==> config.mk <==
export PLATFORM = sky130hd
export DESIGN_NAME = power_mode_control
export DESIGN_NICKNAME = d
export VERILOG_FILES = /design/src/design/idle_down_counter.v /design/src/design/power_mode_control.v
export VERILOG_INCLUDE_DIRS = /design/src /design/src/include
export SDC_FILE = /design/constraint.sdc
export NUM_CORES = 1
export LEC_CHECK = 0
export BUFFER_PORTS_ARGS = -buffer_cell sky130_fd_sc_hd__buf_2
export CORE_MARGIN = 5
export CORE_UTILIZATION = 48
export DETAILED_ROUTE_END_ITERATION = 10
export PLACE_DENSITY = 0.87
export RECOVER_POWER = 25
export SLEW_MARGIN = 40
export SYNTH_ARGS = -nofsm -noshare
export SYNTH_HDL_FRONTEND = slang
export SYNTH_SLANG_ARGS = --single-unit
==> constraint.sdc <==
create_clock -name clk_i -period 2.2 [get_ports clk_i]
set_clock_uncertainty 0.15 [all_clocks]
set_input_delay 0.11 -clock clk_i [delete_from_list [all_inputs] [get_ports clk_i]]
set_output_delay 0.11 -clock clk_i [all_outputs]
set_load 0.03 [all_outputs]
==> src/include/power_mode_defines.vh <==
// constants for the power mode and clock source controller
`ifndef POWER_MODE_DEFINES_VH
`define POWER_MODE_DEFINES_VH

// register byte offsets
`define PMC_OFFSET 12'h000
`define HALT_OFFSET 12'h004
`define STATUS_OFFSET 12'h008

// power mode control fields
`define PMC_RESET 8'h40
`define PMC_LOW_OSC_BIT 7
`define PMC_HIGH_OSC_BIT 6
`define PMC_TIMER_SLOW_BIT 5
`define PMC_CORE_SLOW_BIT 4
`define PMC_RSVD_BIT 3
`define PMC_WINDOW_MSB 2
`define PMC_WINDOW_LSB 0

// legal upper nibbles
`define NIB_HIGH 4'h4
`define NIB_HIGH_DUAL 4'hc
`define NIB_DUAL 4'he
`define NIB_DUAL_LOW 4'hf
`define NIB_LOW 4'hb

// halt request field
`define HALT_REQ_BIT 7

// timing
`define INST_DIV 3'h5
`define INST_MID 3'h2
`define TIMER_W 9
`define STARTUP_LOAD 9'h100
`define IRESET_HIGH 5'h0f

`endif

==> src/design/idle_down_counter.v <==
// loadable down counter with a registered underflow pulse
`timescale 1ns/1ns
module idle_down_counter #(
  parameter WIDTH = 9
) (
  input wire clk_i,
  input wire reset_i,
  input wire load_i,
  input wire [WIDTH-1:0] load_value_i,
  input wire dec_i,
  output reg [WIDTH-1:0] count_o,
  output reg underflow_o
);

  // ==========================================================
  // count and underflow
  always @(posedge clk_i or posedge reset_i) begin
    if (reset_i) begin
      count_o <= {WIDTH{1'b0}};
      underflow_o <= 1'b0;
    end else if (load_i) begin
      count_o <= load_value_i;
      underflow_o <= 1'b0;
    end else if (dec_i) begin
      count_o <= count_o - {{(WIDTH-1){1'b0}}, 1'b1};
      underflow_o <= (count_o == {{(WIDTH-1){1'b0}}, 1'b1});
    end else begin
      underflow_o <= 1'b0;
    end
  end

endmodule // idle_down_counter

==> src/design/power_mode_control.v <==
// power mode, clock source and halt controller with apb registers
//
// What this block does
// - bit 7 turns the low-speed oscillator on; off when zero.
// - bit 6 turns the high-speed oscillator on; off when zero.
// - bit 5 puts the idle timer on the low-speed clock.
// - bit 4 puts the core on the low-speed clock.
// - every reset loads the control register with 40 hex.
// - timer select zero with core select one forces low-speed mode.
// - bits 2 to 0 go out as the idle window select.
// - upper nibble outside the five legal values resets the device.
// - that reset presets the idle timer to 00Fx, 240 to 255 cycles.
// - every reset enters high-speed mode.
// - low-speed to high-speed must pass through dual-clock mode.
// - writing 1 to halt bit 7 halts mid next instruction cycle.
// - halt stops the core clock and the high-speed oscillator.
// - low reset pin leaves halt and restarts execution at 0000H.
// - a rising wake-up pin transition leaves halt.
// - wake-up always applies the start-up delay, option bit or not.
// - start-up loads 256, counts per five clocks, clocks run at underflow.
// - the start-up count only advances while amplitude is good.
// - with halt disabled every halt request is ignored.
//
// Added by the designer: the APB register port and the register offsets.
`timescale 1ns/1ns
`include "power_mode_defines.vh"
module power_mode_control #(
  parameter ADDR_W = 12
) (
  input wire clk_i,
  input wire reset_i,
  input wire psel_i,
  input wire penable_i,
  input wire pwrite_i,
  input wire [ADDR_W-1:0] paddr_i,
  input wire [31:0] pwdata_i,
  output reg [31:0] prdata_o,
  output reg pready_o,
  output reg pslverr_o,
  input wire reset_pin_n_i,
  input wire wake_pin_i,
  input wire osc_amp_ok_i,
  input wire halt_disable_i,
  input wire startup_delay_option_i,
  output reg low_osc_on_o,
  output reg high_osc_on_o,
  output reg timer_clock_slow_sel_o,
  output reg core_clock_slow_sel_o,
  output reg [2:0] idle_window_sel_o,
  output reg core_clock_en_o,
  output reg core_reset_o,
  output reg halted_o,
  output reg internal_reset_o
);

  // ==========================================================
  // states
  localparam [2:0] ST_RUN = 3'b000;
  localparam [2:0] ST_HALT_ARM = 3'b001;
  localparam [2:0] ST_HALT_MID = 3'b010;
  localparam [2:0] ST_HALTED = 3'b011;
  localparam [2:0] ST_STARTUP = 3'b100;
  localparam [2:0] ST_IRESET = 3'b101;

  // ==========================================================
  // pin synchronisers
  reg rst_pin_s1_reg;
  reg rst_pin_s2_reg;
  reg wake_s1_reg;
  reg wake_s2_reg;
  reg wake_s3_reg;
  reg amp_s1_reg;
  reg amp_s2_reg;
  reg hdis_s1_reg;
  reg hdis_s2_reg;
  reg dly_s1_reg;
  reg dly_s2_reg;

  always @(posedge clk_i or posedge reset_i) begin
    if (reset_i) begin
      rst_pin_s1_reg <= 1'b1;
      rst_pin_s2_reg <= 1'b1;
      wake_s1_reg <= 1'b0;
      wake_s2_reg <= 1'b0;
      wake_s3_reg <= 1'b0;
      amp_s1_reg <= 1'b0;
      amp_s2_reg <= 1'b0;
      hdis_s1_reg <= 1'b0;
      hdis_s2_reg <= 1'b0;
      dly_s1_reg <= 1'b0;
      dly_s2_reg <= 1'b0;
    end else begin
      rst_pin_s1_reg <= reset_pin_n_i;
      rst_pin_s2_reg <= rst_pin_s1_reg;
      wake_s1_reg <= wake_pin_i;
      wake_s2_reg <= wake_s1_reg;
      wake_s3_reg <= wake_s2_reg;
      amp_s1_reg <= osc_amp_ok_i;
      amp_s2_reg <= amp_s1_reg;
      hdis_s1_reg <= halt_disable_i;
      hdis_s2_reg <= hdis_s1_reg;
      dly_s1_reg <= startup_delay_option_i;
      dly_s2_reg <= dly_s1_reg;
    end
  end

  wire pin_reset;
  wire wake_edge;
  assign pin_reset = ~rst_pin_s2_reg;
  assign wake_edge = wake_s2_reg & ~wake_s3_reg;

  // ==========================================================
  // instruction cycle prescaler, five clocks per cycle
  reg [2:0] presc_reg;
  wire inst_tick;
  wire inst_mid;
  assign inst_tick = (presc_reg == `INST_DIV - 3'h1);
  assign inst_mid = (presc_reg == `INST_MID);

  always @(posedge clk_i or posedge reset_i) begin
    if (reset_i) begin
      presc_reg <= 3'h0;
    end else if (inst_tick) begin
      presc_reg <= 3'h0;
    end else begin
      presc_reg <= presc_reg + 3'h1;
    end
  end

  // ==========================================================
  // apb decode
  wire setup_phase;
  wire access_done;
  wire bus_write;
  wire sel_pmc;
  wire sel_halt;
  wire sel_status;
  wire mapped;
  assign setup_phase = psel_i & ~penable_i;
  assign access_done = psel_i & penable_i & pready_o;
  assign bus_write = access_done & pwrite_i;
  assign sel_pmc = (paddr_i == `PMC_OFFSET);
  assign sel_halt = (paddr_i == `HALT_OFFSET);
  assign sel_status = (paddr_i == `STATUS_OFFSET);
  assign mapped = sel_pmc | sel_halt | sel_status;

  // ==========================================================
  // write data fields
  wire [7:0] pmc_wdata;
  wire halt_bit;
  wire wr_timer_slow;
  wire wr_core_slow;
  assign pmc_wdata = pwdata_i[`PMC_LOW_OSC_BIT:`PMC_WINDOW_LSB];
  assign halt_bit = pwdata_i[`HALT_REQ_BIT];
  assign wr_timer_slow = pwdata_i[`PMC_TIMER_SLOW_BIT];
  assign wr_core_slow = pwdata_i[`PMC_CORE_SLOW_BIT];

  // ==========================================================
  // mode state and control register
  reg [2:0] state_reg;
  reg [2:0] state_next;
  reg [7:0] pmc_reg;
  reg [7:0] pmc_next;
  reg timer_load;
  reg [`TIMER_W-1:0] timer_load_value;
  reg timer_dec;
  wire [`TIMER_W-1:0] timer_count;
  wire timer_underflow;
  wire [3:0] nibble;
  wire nibble_legal;
  wire halt_req;
  wire pmc_write;
  wire low_to_high;
  reg [7:0] status_byte;

  assign nibble = pmc_reg[7:4];
  assign nibble_legal = (nibble == `NIB_HIGH) | (nibble == `NIB_HIGH_DUAL) |
                        (nibble == `NIB_DUAL) | (nibble == `NIB_DUAL_LOW) |
                        (nibble == `NIB_LOW);
  assign halt_req = bus_write & sel_halt & halt_bit & ~hdis_s2_reg;
  assign pmc_write = bus_write & sel_pmc;
  // core and timer both on the slow clock, write would drop both at once
  assign low_to_high = pmc_reg[`PMC_TIMER_SLOW_BIT] & pmc_reg[`PMC_CORE_SLOW_BIT] &
                       ~wr_timer_slow & ~wr_core_slow;

  always @* begin
    state_next = state_reg;
    pmc_next = pmc_reg;
    timer_load = 1'b0;
    timer_load_value = `STARTUP_LOAD;
    timer_dec = 1'b0;
    case (state_reg)
      ST_RUN: begin
        timer_dec = inst_tick;
        if (!nibble_legal) begin
          state_next = ST_IRESET;
          pmc_next = `PMC_RESET;
          timer_load = 1'b1;
          timer_load_value = {`IRESET_HIGH, timer_count[3:0]};
        end else if (halt_req) begin
          state_next = ST_HALT_ARM;
        end else if (pmc_write && !low_to_high) begin
          pmc_next = pmc_wdata;
        end
      end
      ST_HALT_ARM: begin
        timer_dec = inst_tick;
        if (inst_tick) begin
          state_next = ST_HALT_MID;
        end
      end
      ST_HALT_MID: begin
        timer_dec = inst_tick;
        if (inst_mid) begin
          state_next = ST_HALTED;
        end
      end
      ST_HALTED: begin
        if (wake_edge) begin
          state_next = ST_STARTUP;
          timer_load = 1'b1;
          timer_load_value = `STARTUP_LOAD;
        end
      end
      ST_STARTUP: begin
        timer_dec = inst_tick & amp_s2_reg;
        if (timer_underflow) begin
          state_next = ST_RUN;
        end
      end
      ST_IRESET: begin
        timer_dec = inst_tick;
        if (timer_underflow) begin
          state_next = ST_RUN;
        end
      end
      default: begin
        state_next = ST_RUN;
      end
    endcase
  end

  always @(posedge clk_i or posedge reset_i) begin
    if (reset_i) begin
      state_reg <= ST_RUN;
      pmc_reg <= `PMC_RESET;
    end else if (pin_reset) begin
      state_reg <= ST_RUN;
      pmc_reg <= `PMC_RESET;
    end else begin
      state_reg <= state_next;
      pmc_reg <= pmc_next;
    end
  end

  // ==========================================================
  // idle timer
  idle_down_counter #(
    .WIDTH(`TIMER_W)
  ) idle_timer (
    .clk_i(clk_i),
    .reset_i(reset_i),
    .load_i(timer_load),
    .load_value_i(timer_load_value),
    .dec_i(timer_dec),
    .count_o(timer_count),
    .underflow_o(timer_underflow)
  );

  // ==========================================================
  // state decode
  wire st_run;
  wire st_arm;
  wire st_mid;
  wire st_startup;
  wire st_ireset;
  wire executing;
  assign st_run = (state_reg == ST_RUN);
  assign st_arm = (state_reg == ST_HALT_ARM);
  assign st_mid = (state_reg == ST_HALT_MID);
  assign st_startup = (state_reg == ST_STARTUP);
  assign st_ireset = (state_reg == ST_IRESET);
  assign executing = st_run | st_arm | st_mid;

  // ==========================================================
  // clock and oscillator controls
  wire in_halt;
  wire forced_slow;
  assign in_halt = (state_reg == ST_HALTED);
  assign forced_slow = pmc_reg[`PMC_CORE_SLOW_BIT] & ~pmc_reg[`PMC_TIMER_SLOW_BIT];

  always @(posedge clk_i or posedge reset_i) begin
    if (reset_i) begin
      low_osc_on_o <= 1'b0;
      high_osc_on_o <= 1'b1;
      timer_clock_slow_sel_o <= 1'b0;
      core_clock_slow_sel_o <= 1'b0;
      idle_window_sel_o <= 3'h0;
      core_clock_en_o <= 1'b0;
      core_reset_o <= 1'b1;
      halted_o <= 1'b0;
      internal_reset_o <= 1'b0;
    end else begin
      low_osc_on_o <= pmc_reg[`PMC_LOW_OSC_BIT];
      high_osc_on_o <= pmc_reg[`PMC_HIGH_OSC_BIT] & ~in_halt;
      timer_clock_slow_sel_o <= pmc_reg[`PMC_TIMER_SLOW_BIT] | forced_slow;
      core_clock_slow_sel_o <= pmc_reg[`PMC_CORE_SLOW_BIT];
      idle_window_sel_o <= pmc_reg[`PMC_WINDOW_MSB:`PMC_WINDOW_LSB];
      core_clock_en_o <= ~pin_reset & executing;
      core_reset_o <= pin_reset | st_ireset;
      halted_o <= in_halt | st_startup;
      internal_reset_o <= st_ireset;
    end
  end

  // ==========================================================
  // apb answer, one cycle after setup
  always @* begin
    status_byte = {1'b0, dly_s2_reg, hdis_s2_reg, core_clock_en_o, 1'b0, state_reg};
  end

  always @(posedge clk_i or posedge reset_i) begin
    if (reset_i) begin
      prdata_o <= 32'h00000000;
      pready_o <= 1'b0;
      pslverr_o <= 1'b0;
    end else if (setup_phase) begin
      pready_o <= 1'b1;
      pslverr_o <= ~mapped;
      if (sel_pmc) begin
        prdata_o <= {24'h000000, pmc_reg};
      end else if (sel_status) begin
        prdata_o <= {24'h000000, status_byte};
      end else begin
        prdata_o <= 32'h00000000;
      end
    end else begin
      pready_o <= 1'b0;
      pslverr_o <= 1'b0;
    end
  end

endmodule // power_mode_control

; Word level (Yosys, flattened, before mapping)
; Index checks and enable logic that the tools add are counted.
[totals]
reg_bits = 80
inputBits = 54
[op_classes]
n_reduce_logical = 10
n_eq_ne = 24
bitwise_logic = 36
n_addsub = 2
mux = 28
[op_table]
columns = operator, n
row1 = 8-bit two-way mux, 6
row2 = 9-bit two-way mux, 4
row3 = 3-bit two-way mux, 8
row4 = 1-bit AND, 16
row5 = "4-bit equality test, second input constant", 4
row6 = "3-bit inequality test, second input constant", 5
row7 = 3-bit one-hot mux with 5 select lines, 1
row8 = "12-bit by 3-bit equality test with 1-bit output, second input constant", 1
row9 = "12-bit by 4-bit equality test with 1-bit output, second input constant", 1
row10 = 12-bit logical NOT, 1
row11 = 1-bit OR, 11
row12 = "3-bit by 2-bit equality test with 1-bit output, second input constant", 3
row13 = "3-bit equality test, second input constant", 3
row14 = "9-bit by 1-bit equality test with 1-bit output, second input constant", 1
row15 = 1-bit inverter, 9
row16 = "9-bit by 1-bit subtractor with 9-bit output, second input constant", 1
row17 = 7-bit two-way mux, 1
row18 = 1-bit two-way mux, 6
row19 = "3-bit by 2-bit inequality test with 1-bit output, second input constant", 2
row20 = 5-bit AND reduction, 1
row21 = "4-bit by 3-bit equality test with 1-bit output, second input constant", 1
row22 = "4-bit inequality test, second input constant", 1
row23 = 1-bit one-hot mux with 2 select lines, 2
row24 = 4-bit OR reduction, 1
row25 = 10 further kinds, 10

; Longest topological paths before layout
[depth]
word_depth = 10
depth_mapped = 7

; Cells and area by module
; A second synthesis with hierarchy kept.
[unflattened]
cells_unflattened = 256
hier_area_um2 = 2710.1
[modules_own_cells]
columns = mod, area_each_um2, cells_each, n_inst, seq_area_each_um2
row1 = power_mode_control, 2159.6, 198, 1, 1157.4
row2 = idle_down_counter, 550.5, 58, 1, 250.2

; Worst setup path before layout
; OpenSTA, ideal clock, no wires.
[synth_path]
kind = reg2reg
start = reg presc_reg[0]
end = reg idle_timer.count_o[7]
path_stages_with_launch = 8
arrival_time_ps = 1615
path_buffers = 0
setup_time_ps = 82
period_less_slack_ps = 1847
setup_slack_ps = 353
path_cell_list = dfrtp_1 > inv_1 > ha_1 > nand2_1 > a21oi_4 > nand4_2 > or4_1 > a31oi_1
[synth_between]
elab_chain_len = 4
[synth_rtl]
columns = element, line_no
row1 = "start, declared", power_mode_control.v:114  ; reg [2:0] presc_reg;
row2 = "start signal, assigned", power_mode_control.v:126  ; presc_reg <= presc_reg + 3'h1;
row3 = 3-bit equality test *, power_mode_control.v:117  ; assign inst_tick = (presc_reg == `INST_DIV - 3'h1);
row4 = 1-bit AND, power_mode_control.v:226  ; timer_dec = inst_tick & amp_s2_reg;
row5 = 1-bit one-hot mux with 2 select lines *, power_mode_control.v:192  ; case (state_reg)
row6 = 2-bit nonzero test (no line) *, --
row7 = "end signal, assigned", idle_down_counter.v:19  ; count_o <= {WIDTH{1'b0}};
row8 = "end signal, assigned", idle_down_counter.v:22  ; count_o <= load_value_i;
row9 = "end signal, assigned", idle_down_counter.v:25  ; count_o <= count_o - {{(WIDTH-1){1'b0}}, 1'b1};
row10 = "end, declared", idle_down_counter.v:11  ; output reg [WIDTH-1:0] count_o,
; Mark *: on every way between the ends. The rest lies on a longest branch, timed or not.
; A chain may end at the register's enable or synchronous reset.

; Final worst setup path
; Same ends and word-level chain as after synthesis.

==> metrics.md <==
| Metric | Value |
|---|---|
| Total Routing Usage GR | `15.5%` |
| Max Clk Rate | `488 MHz` |
| Tmin final | `2050 ps` |
| Worst Path Class, Setup | `register to register` |
| CP startpoint | `presc_reg[0]` |
| P&R area growth vs syn | `21.5%` |
| Setup bufs post-CTS | `0` |
| TritonRoute pass-1 iters | `4` |
| Slew Limit Headroom | `30.3%` |
| FP Rows | `26` |
| Final GP Congestion | `between 0.8 and 0.9` |
| Number of global-route vias before repair | `1857` |
| Layout cells sized above 1 | `25.1%` |
| # H-tree levels | `2` |
| Remaining global-route overflow | `0` |
| CTS clock-pin slew for the worst setup and hold paths | `100 ps` |
| Worst reg-to-reg path cell count | `7` |
| Yosys cell types | `between 40 and 50` |
| Dpl ws | `133 ps` |
| CTS tree | `yes` |
| Arr. time, crit path | `around 2100 ps` |
| Commonest non-fill, non-tap cell in the layout | `dfrtp_1` |
| Pin slew with the least headroom to its limit | `1040 ps` |
| Unrepaired setup endpoints after global routing | `false` |
| Post-synthesis sequential area ratio | `56.2%` |
| Setup Total Neg Slack | `0 ps` |
| Die width | `82.2 µm` |
| Most frequent cells in the layout | `dfrtp_1, buf_2, conb_1` |
| Maxcap violations | `0` |
| Core ar. | `5070 µm²` |
| Outcome | `finished, final reports clean` |
| Design area | `3040 µm²` |
| Placed cell areas | `2790 µm²` |
| Hold Path Class | `input port to register` |
| Full die area | `6760 µm²` |
| Pwr Total | `roughly 2.1 mW` |
| Worst-Skew Late Latency | `slightly above 300 ps` |
| NetSw | `0.651 mW` |
| Routed WL per cell | `between 10 and 15 µm` |
| Final setup viols | `0` |
| PD cells | `about 700 nW/µm²` |
| # diodes | `0` |
| R2r endpoint | `idle_timer.count_o[7]` |
| DRC viols | `0` |
| Final WS setup | `approximately 150 ps` |
| Routed WL | `just over 5000 µm` |
| Largest fanout on the critical path | `7` |
| Die Height | `82.2 µm` |
| Yosys reg bits | `56` |
| Hold Path Depth | `4` |
| Total CTS buffers | `5` |
| Synth warn | `0` |
| CP Capture Point | `idle_timer.count_o[7]` |
| Max reg flops | `9` |
| Pint | `1.49 mW` |
| Syn_area_per_cell | `10.9 µm²` |
| Fill cells | `435` |
| CP peak stage delay | `a little over 400 ps` |
| Final hold violation count | `0` |
| Ys flop type | `dfrtp_1` |
| Initial antenna violation count | `0` |
| Req. time, crit path | `2290 ps` |
| Leakage | `1.50 nW` |
| Clock Root Buffer | `clkbuf_8` |
| IO buf count | `50` |
| Reg area | `about 1400 µm²` |
| Comb pwr share | `18.0%` |
| Fin crit share | `93.1%` |
| Crit-path cells | `inv_1 -> ha_1 -> nand2_1 -> a21oi_4 -> nand4_2 -> or4_1 -> a31oi_1` |
| Dpl hpwl | `roughly 3700 µm` |
| Post-synth ARST share | `100%` |
| First-pass GRT wire length | `8070 µm` |
| Post-DRT Antenna Nets | `0` |
| Routed via count | `1898` |
| Area of the multi-input gates | `about 930 µm²` |
| Sw Share | `30.5%` |
| Startpoint types | `register` |
| Starting density of the core | `approximately half` |
| Nets@finish | `365` |
| Post-synth EDFFs | `0` |
| Final-report max-slew violation count | `0` |
| Peak VDD IR | `about 0.00056 V` |
| Clock power frac | `27.1%` |
| Post-synthesis cell count | `230` |
| Clk sink count | `56` |
| Largest net degree at the start of global routing | `30` |
| Max clock buf depth | `2` |
| Via density | `5.03` |
| Setup crit end kind | `register` |
| Reg2reg setup slack | `150 ps` |
| Top Ports | `99` |
| DRT iter0 DRCs | `85` |
| FF-to-FF Start | `presc_reg[0]` |
| Synthesized area | `2500 µm²` |
| Slowest cell on crit path | `dfrtp_1` |
| Register share of total power | `54.9%` |
-- cells by family (layout without fill, tap and decap cells) --
| family | after synthesis | after routing | synth area share, % |
|---|---|---|---|
| other | 1 | 24 | 0.150 |
| AND/OR/NAND/NOR | 71 | 71 | 14.7 |
| flip-flops | 56 | 56 | 56.2 |
| adder cells (fa/ha/maj) | 5 | 5 | 2.50 |
| multiplexers | 1 | 1 | 0.400 |
| AO/OA/AOI/OAI | 49 | 49 | 13.6 |
| XOR/XNOR | 7 | 7 | 2.45 |
| buffers and inverters | 40 | 94 | 10.0 |
-- worst min path at each step --
stage                              from        endpoint  slack (ps)
after floorplan           reset_pin_n_i  rst_pin_s1_reg         -40
after global placement          reset_i      dly_s1_reg          50
after detailed placement        reset_i    presc_reg[2]          60
after CTS                    paddr_i[6]       pslverr_o         100
after global routing         paddr_i[6]       pslverr_o         150
final                        paddr_i[6]       pslverr_o         100
-- routing by layer --
metal / global-route usage (%) / part of all wire (%) / wire, µm / up-vias
li1: - / - / - / 899
met1: 17.8 / 42 / 2110 / 928
met2: 27.8 / 52 / 2640 / 63
met3: 3.15 / 5.2 / 266 / 8
met4: 6.48 / 1.3 / 64 / 0
met5: 0 / 0 / 0 / -
-- final cells by class --
cell class | count | share of cell area (%)
multi-input combinational | 157 | 30.6
inverter | 10 | 1.23
timing repair buffer | 76 | 15.8
clock inverter | 3 | 0.864
sequential | 56 | 46.3
clock buffer | 5 | 2.26
tap | 70 | 2.88
-- what timing repair did --
action	CTS	global route
hold buffers	16	0
resized for setup	0	0
hold endpoints to repair	38	0
-- power groups by stage --
stage	registers (mW)	clock network, mW	logic, mW
detailed placement	1.19	0	0.363
global placement	1.19	0	0.345
global route	1.19	0.635	0.435
floorplan	1.19	0	0.294
finish	1.17	0.579	0.384
CTS	1.17	0.596	0.388
-- Yosys cell counts (all sizes together) (7+ instances only) --
cell type	number	area share, %
buf	27	8.0
nand3	7	1.4
a22o	7	2.4
inv	10	1.5
nor2	15	2.2
nand2	20	3.0
o21ai	10	2.0
a22oi	7	2.1
dfrtp	51	51
a21oi	11	2.6
-- worst max-delay path, delay by kind of cell, from the launching register on --
| kind | cells | cell delay, ps |
|---|---|---|
| AO/OA/AOI/OAI | 2 | 410 |
| AND/OR/NAND/NOR | 3 | 700 |
| flip-flops | 1 | 410 |
| adder cells (fa/ha/maj) | 1 | 210 |
| buffers and inverters | 1 | 90 |
-- stage by stage --
stage / utilization (%) / hold WS, ps / std cells
finish: 59.9 / 97.9 / 377
global route: 59.9 / 149 / 377
CTS: 60.0 / 97.9 / 377
detailed placement: 55.0 / 59.5 / 353
global placement: 55.0 / 47.5 / 353
floorplan: - / -35.5 / 253
No activity file was read; power rests on OpenSTA's default activity.
